### src/rtl/window_ctrl_pkg.sv
// Purpose : Constants for the card window enable and I/O window control bank
// Assumes : Byte-wide registers, memory offsets and compatibility indexes
// Notes   : Socket B index sits at socket A index plus 8'h40
`default_nettype none
package window_ctrl_pkg;
  // Memory-space offsets from the socket base
  localparam logic [11:0] OFS_WIN_ENABLE  = 12'h806;
  localparam logic [11:0] OFS_IO_CTRL     = 12'h807;
  // Compatibility indexes, socket A and socket B
  localparam logic [7:0]  IDX_WIN_ENABLE_A = 8'h06;
  localparam logic [7:0]  IDX_WIN_ENABLE_B = 8'h46;
  localparam logic [7:0]  IDX_IO_CTRL_A    = 8'h07;
  localparam logic [7:0]  IDX_IO_CTRL_B    = 8'h47;
  // Window enable fields
  localparam int          BIT_IO_WIN1_ON   = 7;
  localparam int          BIT_IO_WIN0_ON   = 6;
  localparam int          BIT_WIN_RSVD     = 5;
  localparam int          NUM_MEM_WIN      = 5;
  localparam logic [7:0]  WIN_ENABLE_MASK  = 8'hDF;
  // I/O control fields, window 1 nibble is 7:4, window 0 nibble is 3:0
  localparam int          IO_NIB_W         = 4;
  localparam int          NIB_EXTRA_WAIT   = 3;
  localparam int          NIB_SHORT_CYCLE  = 2;
  localparam int          NIB_AUTO_SIZE    = 1;
  localparam int          NIB_WIDTH_SEL    = 0;
  // Reset values
  localparam logic [7:0]  RST_WIN_ENABLE   = 8'h00;
  localparam logic [7:0]  RST_IO_CTRL      = 8'h00;
  // Card-side cycle lengths in card clock units
  localparam logic [3:0]  ISA_STD_8BIT     = 4'h6;
  localparam logic [3:0]  ISA_SHORT_8BIT   = 4'h3;
  localparam logic [3:0]  ISA_STD_16BIT    = 4'h3;
  localparam logic [3:0]  ISA_WAIT_EXTRA   = 4'h1;
  // Card-side clock divider, in system clocks per card clock
  localparam int          ISA_CLK_DIV      = 12;
endpackage : window_ctrl_pkg
`default_nettype wire

### src/rtl/pccard_window_enable_io_ctrl.sv
// Purpose : Window gating and I/O window timing/width control for one socket
// Assumes : Host decode presents one-cycle requests; card cycle is one at a time
// Notes   : Window address ranges arrive as inputs from their own registers
`timescale 1ns/1ps
`default_nettype none
module pccard_window_enable_io_ctrl #(
  parameter int ADDR_W = 24,              // Host cycle address width
  parameter int IO_W   = 16,              // I/O window address width
  parameter int NUM_WIN = window_ctrl_pkg::NUM_MEM_WIN, // Memory windows
  parameter bit SOCKET_B = 1'b0           // Selects socket B index pair
) (
  input  wire logic                clk_sys,        // System clock
  input  wire logic                srst,           // Sync reset, active high
  // Register access, memory space
  input  wire logic                mem_reg_sel,    // Memory register cycle
  input  wire logic                mem_reg_write,  // 1 write, 0 read
  input  wire logic [11:0]         mem_reg_offset, // Offset from socket base
  // Register access, compatibility index/data
  input  wire logic                idx_reg_sel,    // Indexed register cycle
  input  wire logic                idx_reg_write,  // 1 write, 0 read
  input  wire logic [7:0]          idx_reg_index,  // Compatibility index
  input  wire logic [7:0]          reg_wdata,      // Write data
  output logic      [7:0]          reg_rdata,      // Read data
  output logic                     reg_rvalid,     // Read data strobe
  // Window ranges from the address registers
  input  wire logic [NUM_WIN-1:0][ADDR_W-1:0] mem_win_start, // Mem starts
  input  wire logic [NUM_WIN-1:0][ADDR_W-1:0] mem_win_end,   // Mem ends
  input  wire logic [1:0][IO_W-1:0]  io_win_start,  // I/O starts
  input  wire logic [1:0][IO_W-1:0]  io_win_end,    // I/O ends
  // Host cycle request
  input  wire logic                host_req,       // One-cycle request
  input  wire logic                host_is_io,     // 1 I/O, 0 memory
  input  wire logic [ADDR_W-1:0]   host_addr,      // Cycle address
  // Card side
  input  wire logic                card_wide_io_indication, // Card 16-bit I/O
  output logic                     host_claim,     // Cycle claimed, pulse
  output logic [NUM_WIN-1:0]       mem_win_hit,    // Claimed memory window
  output logic [1:0]               io_win_hit,     // Claimed I/O window
  output logic                     card_io_16bit,  // Width of I/O cycle
  output logic                     card_busy,      // Card I/O cycle running
  output logic                     card_done       // Card I/O cycle end pulse
);
  // Refuse parameter values the decode cannot serve, at elaboration
  // I/O addresses are a low slice of the host address
  if (IO_W > ADDR_W || IO_W < 1) begin : g_bad_io_w
    $error("IO_W must lie between 1 and ADDR_W");
  end
  // Only five enable bits exist for memory windows
  if (NUM_WIN < 1 || NUM_WIN > window_ctrl_pkg::NUM_MEM_WIN) begin : g_bad_win
    $error("NUM_WIN must lie between 1 and the memory enable bits");
  end

  // Compatibility indexes for this socket
  // Socket B's pair sits one block above socket A's; the memory offsets
  // need no such choice because each socket has its own base
  // Chosen at elaboration, so one build serves one socket
  localparam logic [7:0] IDX_EN = SOCKET_B ?
    window_ctrl_pkg::IDX_WIN_ENABLE_B : window_ctrl_pkg::IDX_WIN_ENABLE_A;
  localparam logic [7:0] IDX_IO = SOCKET_B ?
    window_ctrl_pkg::IDX_IO_CTRL_B : window_ctrl_pkg::IDX_IO_CTRL_A;

  // Card I/O cycle states, one-hot so a glitch to an illegal code is seen
  // by the default branch and folded back to idle
  // Idle is the only state in which a host request is taken
  // End lasts one cycle so done and the fall of busy line up
  typedef enum logic [2:0] {
    CYC_IDLE = 3'b001,                    // No card I/O cycle
    CYC_RUN  = 3'b010,                    // Counting card clocks
    CYC_END  = 3'b100                     // Reporting completion
  } cyc_state_t;

  // Stored state, then the combinational decode of the current request
  logic [7:0]        card_window_enable;          // Window enable register
  logic [7:0]        io_window_timing_width_ctrl; // I/O control register
  logic              hit_en;              // Access targets enable register
  logic              hit_io;              // Access targets control register
  logic              acc_wr;              // Write strobe of the access
  logic              acc_rd;              // Read strobe of the access
  logic [NUM_WIN-1:0] mem_range;          // Address inside memory window
  logic [1:0]        io_range;            // Address inside I/O window
  logic [NUM_WIN-1:0] mem_go;             // Enabled and in range
  logic [1:0]        io_go;               // Enabled and in range
  logic [1:0]        io_on;               // I/O window enable bits
  logic [1:0]        win_wide;            // Resolved width per window
  logic [3:0]        next_len;            // Card clocks for the new cycle
  logic [3:0]        len_left;            // Card clocks remaining
  logic [$clog2(window_ctrl_pkg::ISA_CLK_DIV)-1:0] div_cnt; // Card divider
  logic              card_tick;           // One-cycle card clock enable
  cyc_state_t        cyc_state;           // Card cycle state
  logic              io_sel;              // Chosen I/O window, 1 = window 1

  // Decode both access paths onto the two registers
  // Memory space uses the fixed offsets from the socket base
  // The index path uses this socket's pair of compatibility indexes
  // Both paths land on the same flip-flops, so a write through one is
  // read back through the other
  // The host must not raise both selects at once; if it does, a write
  // through either one still lands, and the read returns whichever hits
  always_comb begin
    hit_en = (mem_reg_sel && mem_reg_offset == window_ctrl_pkg::OFS_WIN_ENABLE)
          || (idx_reg_sel && idx_reg_index == IDX_EN);
    hit_io = (mem_reg_sel && mem_reg_offset == window_ctrl_pkg::OFS_IO_CTRL)
          || (idx_reg_sel && idx_reg_index == IDX_IO);
    acc_wr = (mem_reg_sel && mem_reg_write) || (idx_reg_sel && idx_reg_write);
    acc_rd = (mem_reg_sel && !mem_reg_write) || (idx_reg_sel && !idx_reg_write);
  end

  // Window enable register; reserved bit is masked off on write
  // Masking at the write keeps the stored bit zero, so no window logic
  // can ever see a stale reserved bit
  // Reset clears every enable, so nothing is claimed until software
  // has programmed a range and set its bit
  always_ff @(posedge clk_sys) begin
    if (srst) begin
      card_window_enable <= window_ctrl_pkg::RST_WIN_ENABLE;
    end else if (hit_en && acc_wr) begin
      card_window_enable <= reg_wdata & window_ctrl_pkg::WIN_ENABLE_MASK;
    end
  end

  // I/O window timing and width register
  // Upper nibble serves window 1 and lower nibble window 0
  // All eight bits are plain storage; their meaning is applied only
  // when a card cycle starts, so a change mid-cycle waits for the next
  always_ff @(posedge clk_sys) begin
    if (srst) begin
      io_window_timing_width_ctrl <= window_ctrl_pkg::RST_IO_CTRL;
    end else if (hit_io && acc_wr) begin
      io_window_timing_width_ctrl <= reg_wdata;
    end
  end

  // Read path, registered; unmapped reads return zero
  // Read data stands for one cycle beside the strobe and is zero at all
  // other times, so a shared host read bus may simply OR the sockets
  // The reserved bit is masked again here as a second guard
  always_ff @(posedge clk_sys) begin
    if (srst) begin
      reg_rdata  <= 8'h00;
      reg_rvalid <= 1'b0;
    end else begin
      reg_rvalid <= acc_rd;
      if (acc_rd && hit_en) begin
        reg_rdata <= card_window_enable & window_ctrl_pkg::WIN_ENABLE_MASK;
      end else if (acc_rd && hit_io) begin
        reg_rdata <= io_window_timing_width_ctrl;
      end else begin
        reg_rdata <= 8'h00;
      end
    end
  end

  // I/O window enables, pulled out so the match loop can index them
  assign io_on[1] = card_window_enable[window_ctrl_pkg::BIT_IO_WIN1_ON];
  assign io_on[0] = card_window_enable[window_ctrl_pkg::BIT_IO_WIN0_ON];

  // Memory window match, one per window
  // Ranges are inclusive at both ends
  // Several memory windows may match at once; all of them are reported
  // in the hit vector and software is expected to avoid overlaps
  // Memory requests never start the card I/O sequencer
  for (genvar w = 0; w < NUM_WIN; w++) begin : g_mem
    assign mem_range[w] = host_addr >= mem_win_start[w]
                       && host_addr <= mem_win_end[w];
    // Address match alone never claims; enable bit gates it
    assign mem_go[w] = !host_is_io && mem_range[w]
                    && card_window_enable[w];
  end

  // I/O window match and per-window width resolution
  // Only the low address bits take part, as I/O space is narrower
  // Auto-size reads the card indication in the request cycle; a card
  // that changes it later in the cycle is not followed
  for (genvar w = 0; w < 2; w++) begin : g_io
    localparam int B = w * window_ctrl_pkg::IO_NIB_W;
    assign io_range[w] = host_addr[IO_W-1:0] >= io_win_start[w]
                      && host_addr[IO_W-1:0] <= io_win_end[w];
    assign io_go[w] = host_is_io && io_range[w] && io_on[w];
    // Auto-size overrides the size bit
    assign win_wide[w] =
      io_window_timing_width_ctrl[B + window_ctrl_pkg::NIB_AUTO_SIZE]
        ? card_wide_io_indication
        : io_window_timing_width_ctrl[B + window_ctrl_pkg::NIB_WIDTH_SEL];
  end

  // Window 0 wins when both I/O windows overlap
  // With neither window matching this still points at window 1, but
  // nothing uses it then because no I/O cycle starts
  assign io_sel = !io_go[0];

  // Length of the card I/O cycle in card clocks
  // The wait bit only matters for wide cycles and the zero-wait bit only
  // for narrow ones, so each is looked at inside its own width branch
  // Bit positions come from the chosen window's nibble base
  always_comb begin
    next_len = window_ctrl_pkg::ISA_STD_8BIT;
    if (win_wide[io_sel]) begin
      next_len = window_ctrl_pkg::ISA_STD_16BIT;
      if (io_window_timing_width_ctrl[{io_sel, 2'b00}
            + 3'(window_ctrl_pkg::NIB_EXTRA_WAIT)]) begin
        next_len = window_ctrl_pkg::ISA_STD_16BIT
                 + window_ctrl_pkg::ISA_WAIT_EXTRA;
      end
    end else if (io_window_timing_width_ctrl[{io_sel, 2'b00}
                   + 3'(window_ctrl_pkg::NIB_SHORT_CYCLE)]) begin
      next_len = window_ctrl_pkg::ISA_SHORT_8BIT;
    end
  end

  // Divider giving the card clock enable; restarts with each cycle
  // Held in reset outside the run state, so every cycle sees a full
  // first card clock rather than a partial one left from the last
  // Costs about one system clock of latency per cycle, which is well
  // inside the slack of a card clock
  always_ff @(posedge clk_sys) begin
    if (srst || cyc_state != CYC_RUN) begin
      div_cnt   <= '0;
      card_tick <= 1'b0;
    end else if (div_cnt == ($bits(div_cnt))'(window_ctrl_pkg::ISA_CLK_DIV - 1)) begin
      div_cnt   <= '0;
      card_tick <= 1'b1;
    end else begin
      div_cnt   <= div_cnt + 1'b1;
      card_tick <= 1'b0;
    end
  end

  // Claim outputs, one-cycle pulse per accepted request
  // All claim outputs are registered, so the host sees them one cycle
  // after the request
  // A disabled window never reaches the go vectors, whatever its range
  // holds, so it can never be claimed
  always_ff @(posedge clk_sys) begin
    if (srst) begin
      host_claim  <= 1'b0;
      mem_win_hit <= '0;
      io_win_hit  <= '0;
    end else begin
      // Requests during a running I/O cycle are not claimed
      host_claim  <= host_req && cyc_state == CYC_IDLE
                  && (|mem_go || |io_go);
      mem_win_hit <= (host_req && cyc_state == CYC_IDLE) ? mem_go : '0;
      io_win_hit  <= (host_req && cyc_state == CYC_IDLE && |io_go)
                   ? (io_sel ? 2'b10 : 2'b01) : 2'b00;
    end
  end

  // Card I/O cycle sequencer
  // Idle: take an I/O request that hit an enabled window, latch the
  // length and width, raise busy
  // Run: count card clocks down to the last one
  // End: drop busy and pulse done in the same cycle
  // Only one card cycle runs at a time; I/O and memory requests that
  // arrive meanwhile are not claimed and must be retried by the host
  always_ff @(posedge clk_sys) begin
    if (srst) begin
      cyc_state     <= CYC_IDLE;
      len_left      <= 4'h0;
      card_io_16bit <= 1'b0;
      card_busy     <= 1'b0;
      card_done     <= 1'b0;
    end else begin
      card_done <= 1'b0;
      case (cyc_state)
        CYC_IDLE: begin
          if (host_req && |io_go) begin
            cyc_state     <= CYC_RUN;
            len_left      <= next_len;
            card_io_16bit <= win_wide[io_sel];
            card_busy     <= 1'b1;
          end
        end
        CYC_RUN: begin
          if (card_tick) begin
            if (len_left == 4'h1) begin
              cyc_state <= CYC_END;
            end
            len_left <= len_left - 4'h1;
          end
        end
        CYC_END: begin
          cyc_state <= CYC_IDLE;
          card_busy <= 1'b0;
          card_done <= 1'b1;
        end
        default: begin
          cyc_state <= CYC_IDLE;
          card_busy <= 1'b0;
        end
      endcase
    end
  end
endmodule // pccard_window_enable_io_ctrl
`default_nettype wire

### config.mk
export PLATFORM = sky130hd
export DESIGN_NAME = pccard_window_enable_io_ctrl
export DESIGN_NICKNAME = d
export VERILOG_FILES = /design/src/rtl/window_ctrl_pkg.sv /design/src/rtl/pccard_window_enable_io_ctrl.sv
export SDC_FILE = /design/constraint.sdc
export NUM_CORES = 1
export LEC_CHECK = 0
export BUFFER_PORTS_ARGS = -buffer_cell sky130_fd_sc_hd__buf_4
export CORE_AREA = 8 8 145 147
export CTS_BUF_LIST = sky130_fd_sc_hd__clkbuf_4 sky130_fd_sc_hd__clkbuf_8 sky130_fd_sc_hd__clkbuf_16
export DETAILED_ROUTE_END_ITERATION = 8
export DIE_AREA = 0 0 153 155
export GPL_TIMING_DRIVEN = 0
export PLACE_DENSITY = 0.92
export SYNTH_ARGS = -nofsm -noshare
export SYNTH_HDL_FRONTEND = slang
export SYNTH_SLANG_ARGS = --single-unit
### constraint.sdc
create_clock -name clk_sys -period 6.9 [get_ports clk_sys]
set_input_delay 0 -clock clk_sys [delete_from_list [all_inputs] [get_ports clk_sys]]
set_output_delay 0 -clock clk_sys [all_outputs]
set_load 0.05 [all_outputs]
==> key figures <==
Status
  • Status: complete, no violations

Drt
  • Remaining DRCs: 0
  • TritonRoute pass-1 iters: 5
  • Antenna violation net count after detailed routing: 0
  • Initial detailed-routing violation count: 700
  • Routed length per instance: 19.9 um
  • Via count: 11100
  • Vias/cell: 5.80
  • DRT Wirelength: 37.9 mm

Power and ir drop
  • Leakage power: 7.49 nW
  • Power density over the cells: 88.2 nW/um2
  • Maximum vdd drop: 0.000104 V

STA
  • Final period util: 0.400
  • Tightest slew margin relative to the limit: 0.380
  • Maximum clock skew at final layout: 0.00838 ns
  • Transition at the pin with the smallest max-transition slack: 0.927 ns
  • RSZ-0062 raised after global routing: no
  • Endpoints failing hold: 0
  • Final setup violation count: 0
  • Final Max Tran Viols: 0
  • Final min period: 2.76 ns
  • Total negative setup slack: 0 ns
  • Max frequency: 362 MHz

Floorplan
  • Die area: 23700 um2
  • Die outline width: 153 um
  • Top-level port count: 385
  • FP Rows: 51
  • Die height: 155 um
  • Core area: 19000 um2
  • Initial cell density of the core: 0.502

Yosys
  • Synthesized-area fraction occupied by ao, oa, aoi and oai cells: 0.183
  • Post-synthesis share of cell area spent on xor and xnor gates: 0.00276
  • Number of instances in the synthesized netlist: 1270
  • Post-Synthesis Mean Instance Area: 7.50 um2
  • Post-synthesis mux area share: 0.0192
  • Count of yosys warnings during synthesis: 0
  • Simple-gate area share of the yosys netlist: 0.167
  • Dominant register cell in the synthesized netlist: sky130_fd_sc_hd__dfxtp_1
  • Ys async rst share: 0
  • Register bit total from synthesis: 47
  • Largest family of logic cells by synthesized area: adder cells
  • Synth Area in Adders: 0.403
  • Count of different cell masters after synthesis: 70
  • Fraction of the yosys area taken by sequential cells: 0.0988
  • Count of flip-flops with a built-in enable after synthesis: 0
  • Cell area after synthesis: 9520 um2
  • Synth Net Count: 1942

Setup path
  • FF-to-FF Start: cyc_state[2]
  • Data required time at the worst endpoint: 7.03 ns
  • Cell count of the worst reg-to-reg path: 7
  • Critical path's slowest cell: sky130_fd_sc_hd__inv_1
  • Crit path launch type: input port
  • Kind of cell adding the most delay to the critical path: compound AO/OA/AOI/OAI gates
  • Arrival time reported for the critical path endpoint: 2.89 ns
  • CP Max Fanout: 14
  • Reg2reg end: host_claim
  • Reg2Reg Setup Slack: 4.52 ns
  • Crit path capture type: flop
  • Critical Setup Path Class: input port to flop
  • List of cells traversed by the critical path: buf_4 > inv_1 > ha_1 > nor2b_1 > o21ai_0 > nand3_1 > nand2_1 > a2111oi_0 > nor2_1 > o41ai_1 > a41oi_1
  • Critical path buffer and inverter count: 2
  • Crit path largest cell delay: 0.60 ns

Final layout
  • Layout Area Growth over Synthesis: 35.9%
  • Total Nets Final: 2341
  • Non-filler instance count after layout: 1909
  • Most used cells in the layout excluding fill and tap cells: sky130_fd_sc_hd__buf_4, sky130_fd_sc_hd__ha_1, sky130_fd_sc_hd__inv_1
  • Fraction of layout instances using a drive strength above 1: 0.247
  • Most common cell after layout, fill and taps aside: sky130_fd_sc_hd__buf_4

Worst hold path
  • Class of the tightest hold or removal check: input port to flop
  • Number of instances on the worst hold path: 3
  • Hold path startpoint: idx_reg_sel
  • Worst Hold End: reg_rvalid

CTS
  • Number of H-tree branching levels: 2
  • Root buffer cell: sky130_fd_sc_hd__clkbuf_16
  • Number of buffers inserted to repair setup after CTS: 0
  • Clock insertion delay at the later pin of the skew report: 0.29 ns
  • Clk pin slew, worst setup/hold paths: 0.07 ns
  • TritonCTS clock tree: done
  • Largest buffer count on any clock path: 2
  • Number of buffers created by CTS: 5
  • Total clock sinks: 47

Place
  • Number of placed instances, taps included: 1891
  • Quantity of I/O buffers inserted on ports: 383
  • HPWL reported at the end of detailed placement: 31.4 mm
  • Weighted congestion at the end of routability-driven global placement: 0.928

Flow run
  • Reported max-cap violation count: 0

GRT
  • Global router's overall resource usage: 0.303
  • Largest net degree at the start of global routing: 16
  • Total overflow reported by the global router: 0
  • Global-route wire length before repair: 57.6 mm
  • Vias in the first global route: 11300
  • Number of antenna violations at the first check in global routing: 1
cell usage after synthesis (3+ instances only):
library cell	number	area, um2
sky130_fd_sc_hd__ha_1	307	3840
sky130_fd_sc_hd__inv_1	303	1140
sky130_fd_sc_hd__a21oi_1	94	470
sky130_fd_sc_hd__nor2_1	77	289
sky130_fd_sc_hd__nand2_1	64	240
sky130_fd_sc_hd__o21ai_0	50	250
sky130_fd_sc_hd__dfxtp_1	47	941
sky130_fd_sc_hd__nand4_1	47	294
sky130_fd_sc_hd__nand3_1	39	195
sky130_fd_sc_hd__a21o_1	27	203
sky130_fd_sc_hd__a211oi_1	23	173
sky130_fd_sc_hd__mux2i_1	16	160
sky130_fd_sc_hd__nor3_1	16	80.1
sky130_fd_sc_hd__nor4_1	14	87.6
sky130_fd_sc_hd__nand2b_1	13	81.3
sky130_fd_sc_hd__nor2b_1	13	81.3
sky130_fd_sc_hd__a22oi_1	11	82.6
sky130_fd_sc_hd__o211ai_1	10	75.1
sky130_fd_sc_hd__a31oi_1	6	37.5
sky130_fd_sc_hd__clkbuf_1	6	22.5
sky130_fd_sc_hd__o2111ai_1	5	43.8
sky130_fd_sc_hd__o21a_1	5	37.5
sky130_fd_sc_hd__a2111oi_0	4	35.0
sky130_fd_sc_hd__or4_1	4	30.0
sky130_fd_sc_hd__a211o_1	3	26.3
sky130_fd_sc_hd__a221oi_1	3	26.3
sky130_fd_sc_hd__and2_1	3	18.8
sky130_fd_sc_hd__and3_1	3	18.8
sky130_fd_sc_hd__and4_1	3	26.3
sky130_fd_sc_hd__nor3b_1	3	22.5
sky130_fd_sc_hd__o41ai_1	3	26.3
logic make-up (layout without fill, tap and decap cells):
kind of cell	after synthesis	after routing
simple gates	312	312
buf+inv	312	712
fa+ha+maj	307	307
compound gates	271	271
flops	47	47
mux	18	18
xor+xnor	3	3
other cells	0	1
worst reg2reg max path, stage by stage, from the launching register on:
cell                        delay, ns
sky130_fd_sc_hd__dfxtp_1         0.35
sky130_fd_sc_hd__nand4bb_2       0.31
sky130_fd_sc_hd__nand2b_1        0.19
sky130_fd_sc_hd__clkbuf_1        0.25
sky130_fd_sc_hd__nor3b_1         0.55
sky130_fd_sc_hd__o311a_1         0.37
sky130_fd_sc_hd__nor2_1          0.07
sky130_fd_sc_hd__a41oi_1         0.20
final cells by class:
cell class	count	area, um2
Multi-Input combinational cell	911	7390
Fill cell	1489	6010
Timing Repair Buffer	392	2970
Inverter	303	1140
Sequential cell	47	941
Tap cell	238	298
Clock buffer	6	139
Buffer	9	55.1
Clock inverter	2	16.3
Antenna cell	1	2.50
flip-flops by register name, indices dropped and copies added, names as in the netlist:
name	cells
card_busy	1
card_done	1
card_io_16bit	1
card_tick	1
card_window_enable	7
cyc_state	3
div_cnt	4
host_claim	1
io_win_hit	2
io_window_timing_width_ctrl	8
len_left	4
mem_win_hit	5
reg_rdata	8
reg_rvalid	1
per-stage QoR:
step	hold WS (ns)	util	setup WS, ns	instance area (um2)	power, mW
2_1_floorplan	0.144	-	4.69	9520	0.582
3_3_place_gp	0.241	0.670	3.93	12700	0.847
3_5_place_dp	0.252	0.670	3.88	12700	0.877
4_1_cts	0.133	0.683	4.16	12900	1.13
5_1_grt	0.168	0.683	3.98	12900	1.22
6_report	0.137	0.683	4.14	12900	1.14
worst max path at each step:
stage,from,depth (start not counted),slack (ns),end
floorplan,io_win_end[29],9,4.69,card_io_16bit
CTS,host_addr[0],11,4.16,host_claim
global route,host_addr[0],11,3.98,host_claim
finish,host_addr[0],11,4.14,host_claim
detailed placement,host_addr[0],11,3.88,host_claim
global placement,host_addr[0],11,3.93,host_claim
per-layer routing:
layer | vias to the layer above | track usage | part of all wire
met4 | 0 | 0.192 | 0.070
met5 | - | 0 | 0
met2 | 632 | 0.538 | 0.46
met3 | 167 | 0.0596 | 0.076
met1 | 4995 | 0.328 | 0.39
li1 | 5274 | - | -
timing repair:
item | in CTS | in global routing
hold buffers | 9 | 0
endpoints found under the hold margin | 15 | 0
gates resized for setup | 0 | 0
where the power goes:
part	total [mW]	internal [mW]	switching (mW)
Sequential	0.272	0.272	0.000241
Clock	0.254	0.145	0.109
Combinational	0.615	0.307	0.308
No activity file was read; power rests on OpenSTA's default activity.
